$ cat src/lief_map.vh
// register offsets, event bit positions and timing counts for the link event flags block
// assumes a 10 MHz controller clock and byte addresses on a 32-bit register bus
`ifndef LIEF_MAP_VH
`define LIEF_MAP_VH

`define LIEF_ADDR_W        12
`define LIEF_OFS_HC_SET    12'h050
`define LIEF_OFS_HC_CLR    12'h054
`define LIEF_OFS_EVT_SET   12'h080
`define LIEF_OFS_EVT_CLR   12'h084
`define LIEF_OFS_MSK_SET   12'h088
`define LIEF_OFS_MSK_CLR   12'h08c
`define LIEF_OFS_LC_SET    12'h0e0
`define LIEF_OFS_LC_CLR    12'h0e4
`define LIEF_OFS_PHYC      12'h0ec
`define LIEF_OFS_CYT       12'h0f0
`define LIEF_OFS_GPIO      12'h0fc

`define LIEF_B_VENDOR      30
`define LIEF_B_SOFT        29
`define LIEF_B_TARDY       27
`define LIEF_B_PHYREG      26
`define LIEF_B_OVERRUN     25
`define LIEF_B_FATAL       24
`define LIEF_B_MISMATCH    23
`define LIEF_B_LOST        22
`define LIEF_B_SEC64       21
`define LIEF_B_NEWCYC      20
`define LIEF_B_PHYSTAT     19
`define LIEF_EVT_IMPL      32'h6ff80000

`define LIEF_B_LATE_ACK_EN 29
`define LIEF_B_TIMING_SRC  21
`define LIEF_B_GP_B_EN     31
`define LIEF_B_GP_A_EN     23
`define LIEF_PHY_BYTE_HI   23
`define LIEF_PHY_BYTE_LO   16
`define LIEF_SEC_HI        31
`define LIEF_SEC_LO        25
`define LIEF_CNT_HI        24
`define LIEF_CNT_LO        12

`define LIEF_CLK_NS        100
`define LIEF_CYCLE_NS      125000
// 125 us in 100 ns clocks, sized to the 11-bit divider so nothing is cut silently
`define LIEF_CYCLE_TICKS   11'd1250
`define LIEF_CNT_MAX       13'h1f3f

`endif

$ cat src/lief_edge_sync.v
// rising-edge detector bank, one registered pulse per input bit
// SYNC=1 puts two flops in front for inputs from outside the clock domain
`timescale 1ns/100ps
`default_nettype none
module lief_edge_sync
#(
    parameter W    = 1,
    parameter SYNC = 0
)
(
    input  wire         ref_clk, // controller clock
    input  wire         sys_rst, // synchronous reset, active high
    input  wire [W-1:0] level,   // source levels
    output wire [W-1:0] rise     // one-cycle pulse per rising edge
);
    genvar i;
    generate
        for (i = 0; i < W; i = i + 1)
        begin : g_bit
            reg meta;
            reg stable;
            reg prev;
            reg pulse;
            wire seen;
            if (SYNC != 0)
            begin : g_sync
                always @(posedge ref_clk)
                begin
                    if (sys_rst)
                    begin
                        meta   <= 1'b0;
                        stable <= 1'b0;
                    end
                    else
                    begin
                        meta   <= level[i];
                        stable <= meta;
                    end
                end
                assign seen = stable;
            end
            else
            begin : g_direct
                always @(posedge ref_clk)
                begin
                    meta   <= 1'b0;
                    stable <= 1'b0;
                end
                assign seen = level[i];
            end
            always @(posedge ref_clk)
            begin
                if (sys_rst)
                begin
                    prev  <= 1'b0;
                    pulse <= 1'b0;
                end
                else
                begin
                    prev  <= seen;
                    pulse <= seen & ~prev;
                end
            end
            assign rise[i] = pulse;
        end
    endgenerate
endmodule
`default_nettype wire

$ cat src/lief_top.v
// link interrupt event flags, bits 31..19, with mask and the few control registers they use
// assumes an APB master on ref_clk; gp irq pins are asynchronous, all else is on ref_clk
//
// Overview of operation
// - Bits 31 and 28 read zero and never latch anything.
// - Bit 30 latches when either general-purpose pin interrupt asserts.
// - Each pin counts only while its enable bit (31 or 23) is one.
// - Bit 29 is set only by software, for its own interrupts.
// - Bit 27 latches only while the late-ack enable bit is one.
// - Bit 27 sources: receive data waiting, response unit busy, tardy ack sent.
// - Bit 26 sets when a PHY register byte arrives; byte readable at ECh.
// - With timing source on, bit 25 sets if a cycle exceeds 125 us.
// - A cycle overrun clears the timing-source role bit.
// - Bit 24 sets on any error that halts a subunit.
// - While bit 24 is set, halted contexts may not set normal interrupts.
// - Bit 23 sets when received cycle start disagrees with the cycle timer.
// - Bit 22 sets when no cycle start occurs between two new cycles.
// - Bit 22 may also set early, on arbitration reset gap without cycle start.
// - Bit 21 sets whenever seconds counter bit six changes.
// - Bit 20 sets whenever the cycle count low bit toggles.
// - Bit 19 sets when the PHY requests an interrupt by status transfer.
// - Flags set by source edge or set-port write; cleared only by clear port.
// - Reading the event register returns flags ANDed with mask.
//
// Local design decisions: the placing of the registers and the APB register port.
`timescale 1ns/100ps
`default_nettype none
`include "lief_map.vh"
module lief_top
(
    input  wire        ref_clk,            // controller clock, 10 MHz
    input  wire        sys_rst,            // synchronous reset, active high
    input  wire        psel,               // apb select
    input  wire        penable,            // apb access phase
    input  wire        pwrite,             // apb direction, high for write
    input  wire [11:0] paddr,              // apb byte address
    input  wire [31:0] pwdata,             // apb write data
    output reg  [31:0] prdata,             // apb read data
    output reg         pready,             // apb ready
    output reg         pslverr,            // apb error on unmapped address
    input  wire        gp_irq_a,           // general-purpose interrupt pin a, async
    input  wire        gp_irq_b,           // general-purpose interrupt pin b, async
    input  wire        rx_fifo_pending,    // receive data waiting for the host
    input  wire        phys_resp_busy,     // physical response unit busy
    input  wire        tardy_ack_sent,     // a tardy acknowledge went out
    input  wire        phy_reg_valid,      // phy register byte arrived
    input  wire [7:0]  phy_reg_data,       // the phy register byte
    input  wire        subunit_halt,       // some subunit stopped on an error
    input  wire        phy_status_irq,     // phy interrupt request by status transfer
    input  wire        cycle_start_sent,   // pulse: cycle start transmission begins
    input  wire        cycle_start_rx,     // pulse: cycle start received
    input  wire [6:0]  rx_seconds,         // seconds carried by the received cycle start
    input  wire [12:0] rx_cycle,           // cycle number carried by the received cycle start
    input  wire        subaction_gap_end,  // pulse: end of a subaction gap
    input  wire        arb_reset_gap,      // pulse: arbitration reset gap seen
    output reg         halt_block,         // blocks normal interrupts of halted contexts
    output reg         isoch_timing_source_on, // timing-source role bit
    output reg         late_ack_event_enable   // late-ack enable bit
);
    localparam [10:0] CYC_TICKS = `LIEF_CYCLE_TICKS;

    reg  [31:0] event_flag_set_clear;
    reg  [31:0] evt_mask;
    reg         gp_irq_a_enable;
    reg         gp_irq_b_enable;
    reg  [7:0]  phy_byte;
    reg  [6:0]  seconds_count_field;
    reg  [12:0] cycle_number_field;
    reg  [10:0] cyc_div;
    reg  [10:0] ovr_cnt;
    reg         ovr_run;
    reg         ovr_hit;
    reg         mismatch_hit;
    reg         lost_hit;
    reg         cs_seen;
    reg         sec6_prev;
    reg         cnt0_prev;
    reg  [31:0] next_event;
    reg  [31:0] rd_mux;
    reg         rd_hit;
    reg  [31:0] hw_set;

    wire [1:0]  gp_rise;
    wire [3:0]  lvl_rise;
    wire        wr_go = psel & penable & pready & pwrite;
    wire        cyc_wrap = (cyc_div == CYC_TICKS - 11'h001);

    ////////////////////////////////////////////////////////////////////////////////
    // source edges; pins go through two flops, link-side levels do not

    lief_edge_sync #(.W(2), .SYNC(1)) u_gp_edge
    (
        .ref_clk (ref_clk),
        .sys_rst (sys_rst),
        .level   ({gp_irq_b, gp_irq_a}),
        .rise    (gp_rise)
    );

    lief_edge_sync #(.W(4), .SYNC(0)) u_lvl_edge
    (
        .ref_clk (ref_clk),
        .sys_rst (sys_rst),
        .level   ({phy_status_irq, subunit_halt, phy_reg_valid,
                   late_ack_event_enable & (rx_fifo_pending | phys_resp_busy | tardy_ack_sent)}),
        .rise    (lvl_rise)
    );

    ////////////////////////////////////////////////////////////////////////////////
    // cycle timer: advances one cycle per 125 us in either role; while not timing source, received starts also reload it

    always @(posedge ref_clk)
    begin
        if (sys_rst)
        begin
            cyc_div             <= 11'h000;
            cycle_number_field  <= 13'h0000;
            seconds_count_field <= 7'h00;
        end
        else if (wr_go && paddr == `LIEF_OFS_CYT)
        begin
            cyc_div             <= 11'h000;
            cycle_number_field  <= pwdata[`LIEF_CNT_HI:`LIEF_CNT_LO];
            seconds_count_field <= pwdata[`LIEF_SEC_HI:`LIEF_SEC_LO];
        end
        else if (cycle_start_rx && !isoch_timing_source_on)
        begin
            cyc_div             <= 11'h000;
            cycle_number_field  <= rx_cycle;
            seconds_count_field <= rx_seconds;
        end
        else if (cyc_wrap)
        begin
            cyc_div <= 11'h000;
            if (cycle_number_field == `LIEF_CNT_MAX)
            begin
                cycle_number_field  <= 13'h0000;
                seconds_count_field <= seconds_count_field + 7'h01;
            end
            else
            begin
                cycle_number_field <= cycle_number_field + 13'h0001;
            end
        end
        else
        begin
            cyc_div <= cyc_div + 11'h001;
        end
    end

    ////////////////////////////////////////////////////////////////////////////////
    // cycle supervision: overrun, mismatch and lost-cycle detection

    always @(posedge ref_clk)
    begin
        if (sys_rst)
        begin
            ovr_cnt      <= 11'h000;
            ovr_run      <= 1'b0;
            ovr_hit      <= 1'b0;
            mismatch_hit <= 1'b0;
            lost_hit     <= 1'b0;
            cs_seen      <= 1'b0;
            sec6_prev    <= 1'b0;
            cnt0_prev    <= 1'b0;
        end
        else
        begin
            sec6_prev <= seconds_count_field[6];
            cnt0_prev <= cycle_number_field[0];
            ovr_hit   <= 1'b0;
            if (cycle_start_sent)
            begin
                ovr_run <= 1'b1;
                ovr_cnt <= 11'h000;
            end
            else if (subaction_gap_end)
            begin
                ovr_run <= 1'b0;
            end
            else if (ovr_run)
            begin
                // count saturates; one pulse, only with timing source on, when the 125 us limit is first passed
                if (ovr_cnt == CYC_TICKS)
                begin
                    ovr_run <= 1'b0;
                    ovr_hit <= isoch_timing_source_on;
                end
                else
                begin
                    ovr_cnt <= ovr_cnt + 11'h001;
                end
            end
            mismatch_hit <= cycle_start_rx &&
                            (rx_seconds != seconds_count_field ||
                             rx_cycle != cycle_number_field);
            lost_hit <= 1'b0;
            if (cycle_number_field[0] != cnt0_prev)
            begin
                lost_hit <= ~cs_seen;
                cs_seen  <= 1'b0;
            end
            else if (cycle_start_sent || cycle_start_rx)
            begin
                cs_seen <= 1'b1;
            end
            else if (arb_reset_gap && !cs_seen)
            begin
                lost_hit <= 1'b1;
                cs_seen  <= 1'b1;
            end
        end
    end

    ////////////////////////////////////////////////////////////////////////////////
    // event flags: hardware set wins over a clear in the same cycle

    always @*
    begin
        hw_set = 32'h00000000;
        hw_set[`LIEF_B_VENDOR]   = (gp_rise[0] & gp_irq_a_enable) |
                                   (gp_rise[1] & gp_irq_b_enable);
        hw_set[`LIEF_B_TARDY]    = lvl_rise[0];
        hw_set[`LIEF_B_PHYREG]   = lvl_rise[1];
        hw_set[`LIEF_B_FATAL]    = lvl_rise[2];
        hw_set[`LIEF_B_PHYSTAT]  = lvl_rise[3];
        hw_set[`LIEF_B_OVERRUN]  = ovr_hit;
        hw_set[`LIEF_B_MISMATCH] = mismatch_hit;
        hw_set[`LIEF_B_LOST]     = lost_hit;
        hw_set[`LIEF_B_SEC64]    = seconds_count_field[6] ^ sec6_prev;
        hw_set[`LIEF_B_NEWCYC]   = cycle_number_field[0] ^ cnt0_prev;
        next_event = event_flag_set_clear;
        if (wr_go && paddr == `LIEF_OFS_EVT_CLR)
        begin
            next_event = next_event & ~pwdata;
        end
        if (wr_go && paddr == `LIEF_OFS_EVT_SET)
        begin
            next_event = next_event | pwdata;
        end
        next_event = (next_event | hw_set) & `LIEF_EVT_IMPL;
    end

    always @(posedge ref_clk)
    begin
        if (sys_rst)
        begin
            event_flag_set_clear <= 32'h00000000;
            halt_block           <= 1'b0;
        end
        else
        begin
            event_flag_set_clear <= next_event;
            halt_block           <= next_event[`LIEF_B_FATAL];
        end
    end

    ////////////////////////////////////////////////////////////////////////////////
    // control registers

    always @(posedge ref_clk)
    begin
        if (sys_rst)
        begin
            evt_mask               <= 32'h00000000;
            gp_irq_a_enable        <= 1'b0;
            gp_irq_b_enable        <= 1'b0;
            late_ack_event_enable  <= 1'b0;
            isoch_timing_source_on <= 1'b0;
            phy_byte               <= 8'h00;
        end
        else
        begin
            if (phy_reg_valid)
            begin
                phy_byte <= phy_reg_data;
            end
            if (wr_go && paddr == `LIEF_OFS_MSK_SET)
            begin
                evt_mask <= (evt_mask | pwdata) & `LIEF_EVT_IMPL;
            end
            if (wr_go && paddr == `LIEF_OFS_MSK_CLR)
            begin
                evt_mask <= evt_mask & ~pwdata;
            end
            if (wr_go && paddr == `LIEF_OFS_GPIO)
            begin
                gp_irq_a_enable <= pwdata[`LIEF_B_GP_A_EN];
                gp_irq_b_enable <= pwdata[`LIEF_B_GP_B_EN];
            end
            if (wr_go && paddr == `LIEF_OFS_HC_SET && pwdata[`LIEF_B_LATE_ACK_EN])
            begin
                late_ack_event_enable <= 1'b1;
            end
            if (wr_go && paddr == `LIEF_OFS_HC_CLR && pwdata[`LIEF_B_LATE_ACK_EN])
            begin
                late_ack_event_enable <= 1'b0;
            end
            if (wr_go && paddr == `LIEF_OFS_LC_SET && pwdata[`LIEF_B_TIMING_SRC])
            begin
                isoch_timing_source_on <= 1'b1;
            end
            if (wr_go && paddr == `LIEF_OFS_LC_CLR && pwdata[`LIEF_B_TIMING_SRC])
            begin
                isoch_timing_source_on <= 1'b0;
            end
            // the overrun clears the role even against a software set in the same cycle
            if (ovr_hit)
            begin
                isoch_timing_source_on <= 1'b0;
            end
        end
    end

    ////////////////////////////////////////////////////////////////////////////////
    // apb slave: zero wait states, read data captured in the setup cycle

    always @*
    begin
        rd_mux = 32'h00000000;
        rd_hit = 1'b1;
        case (paddr)
            `LIEF_OFS_EVT_SET, `LIEF_OFS_EVT_CLR:
                rd_mux = event_flag_set_clear & evt_mask;
            `LIEF_OFS_MSK_SET, `LIEF_OFS_MSK_CLR:
                rd_mux = evt_mask;
            `LIEF_OFS_HC_SET, `LIEF_OFS_HC_CLR:
                rd_mux[`LIEF_B_LATE_ACK_EN] = late_ack_event_enable;
            `LIEF_OFS_LC_SET, `LIEF_OFS_LC_CLR:
                rd_mux[`LIEF_B_TIMING_SRC] = isoch_timing_source_on;
            `LIEF_OFS_PHYC:
                rd_mux[`LIEF_PHY_BYTE_HI:`LIEF_PHY_BYTE_LO] = phy_byte;
            `LIEF_OFS_CYT:
                rd_mux = {seconds_count_field, cycle_number_field, 1'b0, cyc_div};
            `LIEF_OFS_GPIO:
            begin
                rd_mux[`LIEF_B_GP_A_EN] = gp_irq_a_enable;
                rd_mux[`LIEF_B_GP_B_EN] = gp_irq_b_enable;
            end
            default:
                rd_hit = 1'b0;
        endcase
    end

    always @(posedge ref_clk)
    begin
        if (sys_rst)
        begin
            prdata  <= 32'h00000000;
            pready  <= 1'b0;
            pslverr <= 1'b0;
        end
        else
        begin
            pready  <= psel & ~penable;
            pslverr <= psel & ~penable & ~rd_hit;
            if (psel && !penable && !pwrite)
            begin
                prdata <= rd_mux;
            end
        end
    end
endmodule
`default_nettype wire
$ cat config.mk
export PLATFORM = sky130hd
export DESIGN_NAME = lief_top
export DESIGN_NICKNAME = d
export VERILOG_FILES = /design/src/lief_edge_sync.v /design/src/lief_top.v
export VERILOG_INCLUDE_DIRS = /design/src /design/src/src
export SDC_FILE = /design/constraint.sdc
export NUM_CORES = 1
export LEC_CHECK = 0
export BUFFER_PORTS_ARGS = -buffer_cell sky130_fd_sc_hd__buf_2
export CORE_MARGIN = 5
export CORE_UTILIZATION = 35
export CTS_CLUSTER_DIAMETER = 150
export DETAILED_ROUTE_END_ITERATION = 12
export GPL_ROUTABILITY_DRIVEN = 0
export PLACE_DENSITY = 0.55
export SLEW_MARGIN = 25
export SYNTH_ARGS = -nofsm -noshare
export SYNTH_HDL_FRONTEND = slang
export SYNTH_HIERARCHICAL = 1
export SYNTH_SLANG_ARGS = --single-unit
$ cat constraint.sdc
create_clock -name ref_clk -period 5.85 [get_ports ref_clk]
set_clock_uncertainty 0.15 [all_clocks]
set_input_delay 0.585 -clock ref_clk [delete_from_list [all_inputs] [get_ports ref_clk]]
set_output_delay 0.585 -clock ref_clk [all_outputs]
set_load 0.02 [all_outputs]
==> summary.md <==
| Metric | Value |
|---|---|
| Outcome | `finished clean` |
| Worst EP arrival | `around 3 ns` |
| Dpl hpwl | `between 15000 and 20000 um` |
| Synth top area cells | `dfxtp_1, o21ai_0, nor2_1` |
| # fillers | `between 2000 and 2500` |
| Die H | `155 um` |
| Async set-reset flop share out of synthesis | `0%` |
| Seq cells post-synth | `between 150 and 200` |
| Post-cts sizing count | `0` |
| Slew headroom | `46.4%` |
| Total Wirelength | `about 23000 um` |
| Core area | `~21000 um2` |
| Worst Setup Start Kind | `flip-flop` |
| Slew Viols, Final | `0` |
| Synth Net Count | `943` |
| Routed len/inst | `~19 um` |
| Cts-stage hold buffer count | `0` |
| CTS tree | `done` |
| Peak VDD IR | `approximately 0.00018 V` |
| H-tree Lvls | `4` |
| Yosys top cell area share | `a little over two fifths` |
| Worst-Margin Slew | `0.801 ns` |
| Via count | `roughly 6700` |
| Final setup TNS | `0 ns` |
| Post-synthesis sequential area ratio | `41.7%` |
| Chip Width | `roughly 160 um` |
| Detail Route Antenna Nets | `0` |
| Multi-input gate area | `3860 um2` |
| Syn avg cell area | `8.71 um2` |
| Gr usage total | `between 10% and 20%` |
| Post-synth EDFFs | `0` |
| Critical path class | `flip-flop to flip-flop` |
| Pwr dens | `approximately 290 nW/um2` |
| Most common cell after layout, fill and taps aside | `dfxtp_1` |
| Row count | `53` |
| Peak Freq | `0.357 GHz` |
| DRC Markers | `0` |
| Synth-to-layout area growth | `17.6%` |
| Ports | `roughly 130` |
| Clock root buffer | `clkbuf_16` |
| Synth Warn # | `6` |
| Vias per cell | `approximately 5.5` |
| Bufs on Longest Clock Path | `2` |
| Iteration-0 DRC Markers | `572` |
| First-pass GRT wire length | `36000 um` |
| Static Leakage | `3.40 nW` |
| Data required time of the worst path | `5.96 ns` |
| Commonest non-fill, non-tap cells in the layout | `dfxtp_1, buf_2, nor2_1, o21ai_0, a21oi_1` |
| Nets | `between 1000 and 1500` |
| RSZ-0062 raised after global routing | `false` |
| Final core utilization | `about two fifths` |
| Clock-pin slew on the worst setup and hold paths | `0.06 ns` |
| Die ar. | `approximately 24000 um2` |
| Number of port buffers | `~130` |
| Final Power | `0.00253 W` |
| Max cap viols | `0` |
| Largest area contributor in the netlist | `dfxtp_1` |
| Period utilization | `between 40 and 50%` |
| Worst skew pair latency | `0.43 ns` |
| DRT Pass-1 Iters | `5` |
| Synth Flop Type | `dfxtp_1` |
| Worst Hold Class | `primary input to flip-flop` |
| Setup violations, final | `0` |
| Synthesized instance count | `between 800 and 900` |
| Clock buffer count from CTS | `17` |
| Hold Fails Final Rpt | `0` |
| Final min period | `roughly 2.8 ns` |
| Antenna violations before repair | `0` |
| Gr ovfl total | `0` |
| CP Capture Type | `flip-flop` |
| Share of cells above drive strength 1 | `between 10% and 20%` |
| Seq. cell area | `3080 um2` |
| CP max FO | `10` |
| Yosys cell types | `slightly above 70` |
| Initial Util | `between 30% and 40%` |
| Setup Buffers After CTS | `0` |
| Mapped Area | `around 7400 um2` |
| Largest net degree at the start of global routing | `60` |
| Vias in the first global route | `6365` |
| Clk sink count | `154` |
## report_power, final
part / total, W / internal [W] / leakage [nW] / switching (W)
combinational: 0.000220 / 0.0000855 / 1.84 / 0.000134
sequential: 0.00112 / 0.00108 / 1.25 / 0.0000369
clock: 0.00119 / 0.000730 / 0.305 / 0.000460
## routing by layer
metal  vias up  part of all wire, %  wire, um  global-route usage (%)
met2       215                   46     10800                    30.4
met4         0                  1.8       411                    5.38
met1      3167                   46     10700                    25.6
met3        27                  6.1      1420                    4.39
li1       3261                    -         -                       -
met5         -                    0         0                       0
## per-stage QoR
| stage | hold slack (ns) | setup WS [ns] | cells | instance area, um2 |
|---|---|---|---|---|
| after floorplan | 0.221 | 3.63 | 848 | 7390 |
| after global placement | 0.229 | 2.87 | 1181 | 8050 |
| after detailed placement | 0.232 | 2.86 | 1181 | 8050 |
| after CTS | 0.208 | 2.99 | 1213 | 8680 |
| after global routing | 0.229 | 2.86 | 1213 | 8680 |
| final | 0.223 | 3.05 | 1214 | 8690 |
## layout make-up
| cell class | instances | area share (%) |
|---|---|---|
| clock inverter | 13 | 2.17 |
| timing repair buffer | 134 | 7.98 |
| antenna | 1 | 0.0288 |
| tap | 275 | 3.96 |
| multi-input combinational | 600 | 44.5 |
| inverter | 18 | 0.778 |
| clock buffer | 19 | 5.10 |
| sequential | 154 | 35.5 |
## flip-flops by register name (all words and copies together) (netlist names), 4 cells and up, named ones only
| register | count |
|---|---|
| seconds_count_field | 7 |
| cyc_div | 11 |
| event_flag_set_clear | 10 |
| u_lvl_edge/g_bit.pulse | 4 |
| phy_byte | 8 |
| ovr_cnt | 11 |
| prdata | 32 |
| u_lvl_edge/g_bit.prev | 4 |
| cycle_number_field | 13 |
| evt_mask | 21 |
## Yosys cell counts (4+ instances only)
cell	count
o21ai_0	70
mux2i_1	16
nand2_1	48
a22o_1	4
a311oi_1	12
and3_1	26
buf_6	4
a21oi_1	53
buf_2	17
ha_1	6
xor2_1	32
nor4_1	9
nor3b_1	5
or3_1	6
o211ai_1	12
and4_1	6
nand4_1	14
clkbuf_1	41
xnor2_1	20
a221oi_1	28
nor2_1	79
a31oi_1	15
o2bb2ai_1	8
dfxtp_1	154
nor3_1	17
nand3b_1	4
a211oi_1	10
nor2b_1	15
buf_4	11
o31ai_1	4
nand3_1	25
inv_1	18
## final timing paths
path                                                from                         to  slack, ns  cells past startpoint
worst max-delay path               cycle_number_field[0]     seconds_count_field[5]       3.05                      6
worst min-delay path                            gp_irq_b    u_gp_edge/g_bit[1].meta       0.22                      2
worst max register to register     cycle_number_field[0]     seconds_count_field[5]       3.05                      6
worst min register to register  u_lvl_edge/g_bit[1].prev  u_lvl_edge/g_bit[1].pulse       0.25                      1
## worst max-delay path, stage by stage (launching register included)
cell      delay [ns]
dfxtp_1         0.56
ha_1            0.32
inv_1           0.16
nor4_1          0.59
and2_1          0.38
or2_1           0.33
a221oi_1        0.14
## cells by family (layout without fill, tap and decap cells)
| family | Yosys count | in the layout | share of synthesized area (%) |
|---|---|---|---|
| AND/OR/NAND/NOR | 283 | 283 | 20.9 |
| other | 0 | 1 | 0 |
| XOR/XNOR | 52 | 52 | 6.16 |
| buffers and inverters | 94 | 184 | 6.03 |
| multiplexers | 16 | 16 | 2.17 |
| adder cells (fa/ha/maj) | 6 | 6 | 1.02 |
| AO/OA/AOI/OAI | 243 | 243 | 22.0 |
| flip-flops | 154 | 154 | 41.7 |
Power figures use the tool's default switching activity.
